[src/hw/mode_regs_pkg.sv]
package mode_regs_pkg;

	localparam logic [1:0] ADDR_LEFT_ATTEN = 2'h0;
	localparam logic [1:0] ADDR_RIGHT_ATTEN = 2'h1;
	localparam logic [1:0] ADDR_FORMAT_CTL = 2'h2;
	localparam logic [1:0] ADDR_SYSTEM_CTL = 2'h3;

	localparam int WORD_BITS = 16;
	localparam int ADDR_HI = 10;
	localparam int ADDR_LO = 9;
	localparam int LOAD_POS = 8;
	localparam int ATTEN_HI = 7;
	localparam int ATTEN_LO = 0;
	localparam int MUTE_POS = 0;
	localparam int DEEMPH_POS = 1;
	localparam int IWL_HI = 4;
	localparam int IWL_LO = 3;
	localparam int OWL_HI = 6;
	localparam int OWL_LO = 5;
	localparam int I2S_POS = 0;
	localparam int POL_POS = 1;
	localparam int COMMON_POS = 2;
	localparam int ROLLOFF_POS = 3;
	localparam int CLKDIV_POS = 5;
	localparam int RATE_HI = 7;
	localparam int RATE_LO = 6;

	localparam logic [7:0] ATTEN_RESET = 8'hff;
	localparam logic [7:0] ATTEN_MUTE_CODE = 8'h00;
	localparam logic [15:0] FORMAT_RESET = 16'h0401;
	localparam logic [15:0] SYSTEM_RESET = 16'h0600;

	typedef enum logic [2:0] {
		IN_STD16, IN_STD20, IN_STD24, IN_LJ24, IN_I2S16, IN_I2S24, IN_RESERVED
	} input_format_t;

	typedef enum logic [1:0] {
		RATE_44K1, RATE_RESERVED, RATE_48K, RATE_32K
	} deemph_rate_t;

	typedef struct packed {
		logic soft_mute_on;
		logic deemphasis_on;
		input_format_t input_format;
		logic [4:0] output_bits;
		logic left_is_high;
		logic rolloff_slow;
		logic clock_out_half;
		deemph_rate_t deemph_rate;
	} filter_config_t;

	typedef struct packed {
		logic [7:0] left;
		logic [7:0] right;
		logic left_mute;
		logic right_mute;
	} atten_out_t;

endpackage

[src/hw/audio_filter_mode_registers.sv]
`timescale 1ns/10ps
`default_nettype none
module audio_filter_mode_registers
	import mode_regs_pkg::*;
(
	input wire logic sys_clk,
	input wire logic nrst,
	input wire logic ctl_latch,
	input wire logic ctl_shift_clk,
	input wire logic ctl_data,
	output var atten_out_t atten,
	output filter_config_t cfg
);

	// three-stage synchronisers; stage 1 only feeds stage 2
	logic [2:0] sync_latch;
	logic [2:0] sync_clk;
	logic [2:0] sync_data;
	logic latch_q;
	logic clk_q;
	logic data_q;

	always_ff @(posedge sys_clk or negedge nrst) begin
		if (!nrst) begin
			sync_latch <= 3'h7; // idle high, so no false close after reset
			sync_clk <= 3'h0;
			sync_data <= 3'h0;
		end else begin
			sync_latch <= {sync_latch[1:0], ctl_latch};
			sync_clk <= {sync_clk[1:0], ctl_shift_clk};
			sync_data <= {sync_data[1:0], ctl_data};
		end
	end

	// a change counts only once stages two and three agree
	always_ff @(posedge sys_clk or negedge nrst) begin
		if (!nrst) begin
			latch_q <= 1'b1;
			clk_q <= 1'b0;
			data_q <= 1'b0;
		end else begin
			if (sync_latch[1] == sync_latch[2]) latch_q <= sync_latch[2];
			if (sync_clk[1] == sync_clk[2]) clk_q <= sync_clk[2];
			if (sync_data[1] == sync_data[2]) data_q <= sync_data[2];
		end
	end

	logic latch_prev;
	logic clk_prev;
	logic shift_edge;
	logic close_edge;
	assign shift_edge = clk_q && !clk_prev && !latch_q;
	assign close_edge = latch_q && !latch_prev;

	always_ff @(posedge sys_clk or negedge nrst) begin
		if (!nrst) begin
			latch_prev <= 1'b1;
			clk_prev <= 1'b0;
		end else begin
			latch_prev <= latch_q;
			clk_prev <= clk_q;
		end
	end

	// shift register, msb first; counter saturates so extra bits keep last 16
	logic [15:0] shifter;
	logic [4:0] bit_count;

	always_ff @(posedge sys_clk or negedge nrst) begin
		if (!nrst) begin
			shifter <= 16'h0000;
			bit_count <= 5'h00;
		end else if (close_edge) begin
			bit_count <= 5'h00;
		end else if (shift_edge) begin
			shifter <= {shifter[14:0], data_q};
			if (bit_count != 5'(WORD_BITS)) bit_count <= bit_count + 5'h01;
		end
	end

	logic word_done;
	assign word_done = close_edge && (bit_count == 5'(WORD_BITS));

	logic [1:0] wr_addr;
	assign wr_addr = shifter[ADDR_HI:ADDR_LO];

	// stored register contents
	logic [7:0] left_atten_value;
	logic [7:0] right_atten_value;
	logic [15:0] format_reg;
	logic [15:0] system_reg;

	always_ff @(posedge sys_clk or negedge nrst) begin
		if (!nrst) begin
			left_atten_value <= ATTEN_RESET;
			right_atten_value <= ATTEN_RESET;
			format_reg <= FORMAT_RESET;
			system_reg <= SYSTEM_RESET;
		end else if (word_done) begin
			unique case (wr_addr)
				ADDR_LEFT_ATTEN: left_atten_value <= shifter[ATTEN_HI:ATTEN_LO];
				ADDR_RIGHT_ATTEN: right_atten_value <= shifter[ATTEN_HI:ATTEN_LO];
				ADDR_FORMAT_CTL: format_reg <= shifter;
				ADDR_SYSTEM_CTL: system_reg <= shifter;
			endcase
		end
	end

	logic common_atten_sel;
	assign common_atten_sel = system_reg[COMMON_POS];

	// applied levels change only on a load; both channels update together
	logic [7:0] new_value;
	logic load_now;
	assign new_value = shifter[ATTEN_HI:ATTEN_LO];
	assign load_now = word_done && shifter[LOAD_POS]
		&& (wr_addr == ADDR_LEFT_ATTEN || wr_addr == ADDR_RIGHT_ATTEN);

	logic [7:0] next_left;
	logic [7:0] next_right;
	always_comb begin
		if (wr_addr == ADDR_LEFT_ATTEN) begin
			next_left = new_value;
			next_right = common_atten_sel ? new_value : right_atten_value;
		end else begin
			next_left = left_atten_value;
			next_right = common_atten_sel ? left_atten_value : new_value;
		end
	end

	always_ff @(posedge sys_clk or negedge nrst) begin
		if (!nrst) begin
			atten <= '{ATTEN_RESET, ATTEN_RESET, 1'b0, 1'b0};
		end else if (load_now) begin
			atten.left <= next_left;
			atten.right <= next_right;
			atten.left_mute <= (next_left == ATTEN_MUTE_CODE);
			atten.right_mute <= (next_right == ATTEN_MUTE_CODE);
		end
	end

	function automatic input_format_t decode_format(input logic i2s, input logic [1:0] iw);
		unique case ({i2s, iw})
			3'h0: decode_format = IN_STD16;
			3'h1: decode_format = IN_STD20;
			3'h2: decode_format = IN_STD24;
			3'h3: decode_format = IN_LJ24;
			3'h4: decode_format = IN_I2S16;
			3'h5: decode_format = IN_I2S24;
			default: decode_format = IN_RESERVED;
		endcase
	endfunction

	function automatic logic [4:0] decode_out_bits(input logic [1:0] ow);
		unique case (ow)
			2'h0: decode_out_bits = 5'h10;
			2'h1: decode_out_bits = 5'h12;
			2'h2: decode_out_bits = 5'h14;
			2'h3: decode_out_bits = 5'h18;
		endcase
	endfunction

	// registered so every output comes straight from a flop
	always_ff @(posedge sys_clk or negedge nrst) begin
		if (!nrst) begin
			cfg <= '{1'b0, 1'b0, IN_STD16, 5'h10, 1'b1, 1'b0, 1'b0, RATE_44K1};
		end else begin
			cfg.soft_mute_on <= !format_reg[MUTE_POS];
			cfg.deemphasis_on <= format_reg[DEEMPH_POS];
			cfg.input_format <= decode_format(system_reg[I2S_POS],
				format_reg[IWL_HI:IWL_LO]);
			cfg.output_bits <= decode_out_bits(format_reg[OWL_HI:OWL_LO]);
			cfg.left_is_high <= !system_reg[POL_POS];
			cfg.rolloff_slow <= system_reg[ROLLOFF_POS];
			cfg.clock_out_half <= system_reg[CLKDIV_POS];
			cfg.deemph_rate <= deemph_rate_t'(system_reg[RATE_HI:RATE_LO]);
		end
	end
endmodule // audio_filter_mode_registers
`default_nettype wire

[config.mk]
export PLATFORM = sky130hd
export DESIGN_NAME = audio_filter_mode_registers
export DESIGN_NICKNAME = d
export VERILOG_FILES = /design/src/hw/mode_regs_pkg.sv /design/src/hw/audio_filter_mode_registers.sv
export SDC_FILE = /design/constraint.sdc
export NUM_CORES = 1
export LEC_CHECK = 0
export ABC_CLOCK_PERIOD_IN_PS = 2550
export CAP_MARGIN = 20
export CORE_MARGIN = 3
export CORE_UTILIZATION = 45
export CTS_BUF_LIST = sky130_fd_sc_hd__clkbuf_4
export CTS_CLUSTER_DIAMETER = 100
export DETAILED_ROUTE_END_ITERATION = 16
export DONT_BUFFER_PORTS = 1
export PLACE_DENSITY = 0.71
export SYNTH_ARGS = -nofsm -noshare
export SYNTH_HDL_FRONTEND = slang
export SYNTH_SLANG_ARGS = --single-unit
[constraint.sdc]
create_clock -name sys_clk -period 2.55 [get_ports sys_clk]
set_input_delay 0 -clock sys_clk [delete_from_list [all_inputs] [get_ports sys_clk]]
set_output_delay 0 -clock sys_clk [all_outputs]
set_load 0.005 [all_outputs]
; ---- Yosys cells after proc, flatten, opt, wreduce, memory -nomap -nowiden
; Index checks and enable logic that the tools add are counted.
[word_totals]
input_bits = 5
register_bits = 94
wordCells = 77
[classes]
bitwise = 1
muxes = 9
n_eq_ne = 16
reduce_logical = 24
addsub = 1
[ops]
columns = cell, n
row1 = $mux W8, 4
row2 = $pmux W5 S4, 1
row3 = $pmux W3 S6, 1
row4 = $logic_not A8 Y1, 2
row5 = $mux W5, 3
row6 = $reduce_and A2 Y1, 5
row7 = $eq A2 B2 Y1 const B, 4
row8 = $eq A3 B2 Y1 const B, 2
row9 = $eq A3 B3 Y1 const B, 2
row10 = $logic_and A1 B1 Y1, 6
row11 = $add A5 B1 Y5 const B, 1
row12 = $eq A5 B5 Y1 const B, 1
row13 = $logic_not A1 Y1, 5
row14 = $ne A5 B5 Y1 const B, 1
row15 = $eq A2 B1 Y1 const B, 2
row16 = $logic_not A2 Y1, 2
row17 = $reduce_bool A2 Y1, 2
row18 = $eq A1 B1 Y1, 3
row19 = $eq A3 B1 Y1 const B, 1
row20 = $logic_not A3 Y1, 1
row21 = $logic_or A1 B1 Y1, 1
row22 = $not A1 Y1, 1

; ---- Longest topological paths before layout
[logic_depth]
depth_word = 5
depth_mapped = 7
mapped_depth_nobuf = 6

; ---- Least setup slack after synthesis
; Ideal clock, no wire load.
[synth_path]
path_type = register to register
startpoint = reg bit_count[0]
endpoint = reg format_reg[1]
stages_incl_launch_ff = 8
n_path_buf = 1
path_slack_ns = 0.764
required_time_ns = 2.422
t_arrival_ns = 1.658
path_cell_list = dfrtp_1 > inv_1 > ha_1 > and4bb_2 > and2_1 > buf_2 > nand3b_1 > mux2_1
[synth_between]
elab_chain_len = 3
[synth_lines]
columns = element, line
row1 = "start, declared", audio_filter_mode_registers.sv:67  ; logic [4:0] bit_count;
row2 = "start signal, assigned", audio_filter_mode_registers.sv:77  ; if (bit_count != 5'(WORD_BITS)) bit_count <= bit_count + 5'h01;
row3 = $eq A5 B5 Y1, audio_filter_mode_registers.sv:82  ; assign word_done = close_edge && (bit_count == 5'(WORD_BITS));
row4 = $logic_and A1 B1 Y1, audio_filter_mode_registers.sv:82
row5 = $reduce_and A2 Y1 (no line), --
row6 = "end signal, assigned", audio_filter_mode_registers.sv:103  ; ADDR_FORMAT_CTL: format_reg <= shifter;
row7 = "end, declared", audio_filter_mode_registers.sv:90  ; logic [15:0] format_reg;
; Every way passes these cells.
; A chain may end at the register's enable or synchronous reset.

; ---- Worst setup path in the final report
[layout_path]
startpoint = reg system_reg[2]
endpoint = reg atten[0] (netlist name)
[layout_between]
elab_chain_len = 3
word_cells_on_any_way = 4
[layout_lines]
columns = element, line
row1 = "start, declared", audio_filter_mode_registers.sv:91  ; logic [15:0] system_reg;
row2 = "start signal, assigned", audio_filter_mode_registers.sv:104  ; ADDR_SYSTEM_CTL: system_reg <= shifter;
row3 = "$mux W8, on equally long branches", "audio_filter_mode_registers.sv:127, audio_filter_mode_registers.sv:124"
row4 = $mux W8 (*), audio_filter_mode_registers.sv:122  ; if (wr_addr == ADDR_LEFT_ATTEN) begin
row5 = $logic_not A8 Y1 (*), audio_filter_mode_registers.sv:138  ; atten.right_mute <= (next_right == ATTEN_MUTE_CODE);
row6 = "end signal, assigned", audio_filter_mode_registers.sv:133  ; atten <= '{ATTEN_RESET, ATTEN_RESET, 1'b0, 1'b0};
row7 = "end, declared", audio_filter_mode_registers.sv:11  ; output var atten_out_t atten,
; Mark *: on every way between the ends. The rest lies on a longest branch, timed or not.

==> results.json <==
{
  "status": "finished, final reports clean",
  "setup_viol_count_final": 0,
  "synth_commonest_cells": "51 x dfrtp_1, 45 x mux2_1, 39 x dfstp_2, 32 x mux2i_1",
  "multi_input_area_um2": 1300,
  "viasPerCell": 5.15,
  "clk_latency_ps": 440,
  "worst_ep_arrival_time_ps": 2510,
  "yosysSeqAreaShare_pct": 61.6,
  "tightest_slew_ps": 843,
  "largest_register_ffs": 18,
  "total_power_uw": 2840,
  "drv_slew": 0,
  "critical_path_peak_fanout": 17,
  "period_share_pct": 84.3,
  "cts.hold.buffers_added": 5,
  "fillers": 653,
  "regMostFlops": "atten",
  "globalplace.congestion": 0.750,
  "die_h_um": 97.1,
  "slowest_delay_ps": 920,
  "syn_area_um2": 3730,
  "syn_nets": 264,
  "ir_drop_mv": 0.258,
  "grt_pass1_wl_um": 10100,
  "htree_levels": 3,
  "nNetsFinal": 262,
  "stdcell_area_um2": 3970,
  "yosys_most_used_dff": "dfrtp_1",
  "fmax_mhz": 465,
  "crit_top_cell": "mux2i_1",
  "ys_seq_elements": 90,
  "synth_cell_types": 38,
  "drtPass1Iterations": 3,
  "slew_headroom_pct": 43.8,
  "wirelength_um": 5770,
  "yosys-top-cells-area": "dfrtp_1 34%, dfstp_2 27%, mux2_1 14%",
  "cts_setup_buffers": 0,
  "period_needed_ps": 2150,
  "clkTransAtPathRegs_ps": 150,
  "synth_top_area_cell": "dfrtp_1",
  "required_ps": 2910,
  "fp.coreArea_um2": 7890,
  "syn_area_per_cell_um2": 14.5,
  "drv_cap": 0,
  "rsz0062_at_grt": "no",
  "cp-end-kind": "flip-flop",
  "syn_inst": 257,
  "post-route-drc-count": 0,
  "hold_path_class": "primary input to flip-flop",
  "hold_viol": 0,
  "antenna_cells": 0,
  "syn2layout_area_growth_pct": 6.24,
  "cp-start-kind": "flip-flop",
  "cts-buffers-inserted": 9,
  "dieArea_um2": 9420,
  "overflow": 0,
  "drtIter0Drc": 73,
  "async_flop_share_pct": 100,
  "clock-sinks": 90,
  "io_pins": 38,
  "ant_nets": 0,
  "numPortBuffers": 0,
  "postPlaceCellArea_um2": 3760,
  "start_util_pct": 47.3,
  "grt_pass1_vias": 1983,
  "die_x_um": 97.1,
  "crit_chain": "mux2i_1 -> mux2i_1 -> or4_1 -> o31ai_2",
  "antenna_found_initial": 0,
  "synth_top_area_share_pct": 34.2,
  "reg_top3": "atten: 18 flops, cfg: 13 flops, shifter: 11 flops",
  "cts_tree": "done",
  "skew_ps": 20.0,
  "wire_per_inst_um": 15.9,
  "cpMaxStageDelayCell": "dfrtp_1",
  "cellLeakagePower_uw": 0.00185,
  "yosysMostFrequentCell": "dfrtp_1",
  "grt_max_degree": 91,
  "clockBufferDepth": 2,
  "critPathKind": "flip-flop to flip-flop",
  "final-seq-area_um2": 2300,
  "yosysWarnings": 0,
  "place_hpwl_um": 3710,
  "rows": 32,
  "cts_resized": 0,
  "finalSetupTns_ps": 0,
  "vias": 1866,
  "cts_root_buf": "clkbuf_4",
  "track_usage_pct": 13.6,
  "synth_edf_count": 0,
  "drive_gt1_share_pct": 27.3,
  "p_per_area_nw_per_um2": 716
}
-- kinds of logic (layout without fill, tap and decap cells) --
logic type,Yosys count,in the layout,synth area share [%]
buf+inv,25,28,3.62
other cells,2,2,0.201
mux,82,82,23.7
compound gates,11,11,1.84
xor+xnor,4,4,0.939
fa+ha+maj,5,5,1.47
flops,90,90,61.6
simple gates,38,38,6.60
-- worst paths after layout --
check	from	endpoint	slack [ps]	depth (start not counted)
max in group asynchronous	nrst	latch_q	2070	2
max reg2reg	system_reg[2]	atten[0]	400	4
min reg2reg	sync_latch[0]	sync_latch[1]	370	0
max	system_reg[2]	atten[0]	400	4
min	ctl_latch	sync_latch[0]	90	1
min in group asynchronous	nrst	cfg[1]	110	2
-- cell usage in the layout (no fill, tap or decap), types with 4 or more instances in the layout --
master,instances
dlygate4sd3_1,4
dfrtp_1,51
o21ai_1,7
dfstp_2,39
inv_1,4
nor2b_1,4
mux2i_1,32
nor2_1,5
clkbuf_4,9
mux2_1,45
mux2_2,5
nand2_1,9
-- routing by layer --
layer	GRT usage, %	vias to the layer above	wire length (um)
li1	-	886	-
met1	17.9	945	2700
met2	20.8	26	2770
met3	4.31	9	198
met4	5.51	0	100
met5	0	-	0
-- report_power, final --
group	switching [uW]	total (uW)	internal, uW
Sequential	184	1710	1520
Clock	538	766	228
Combinational	176	364	188
-- per-stage QoR --
stage          cells  worst slack (ps)  hold slack, ps  util, %
6_report         362               399            87.0     50.3
3_3_place_gp     341               516            -292     47.7
5_1_grt          362               241            41.3     50.3
3_5_place_dp     341               386            -292     47.7
2_1_floorplan    257               764            -296        -
4_1_cts          362               399            40.6     50.3
-- final cells by class --
cell class	count	area share, %
Sequential cell	90	58.0
Clock inverter	7	1.70
Clock buffer	9	1.70
Inverter	4	0.379
Tap cell	102	3.22
Timing Repair Buffer	8	2.27
Multi-Input combinational cell	142	32.7
-- critical path, delay by kind of cell, from the launching register on --
kind            cells  cell delay, ps
simple gates        1             540
flops               1             920
mux                 2             390
compound gates      1             220
Note: power is estimated with default switching activity, not from simulation.
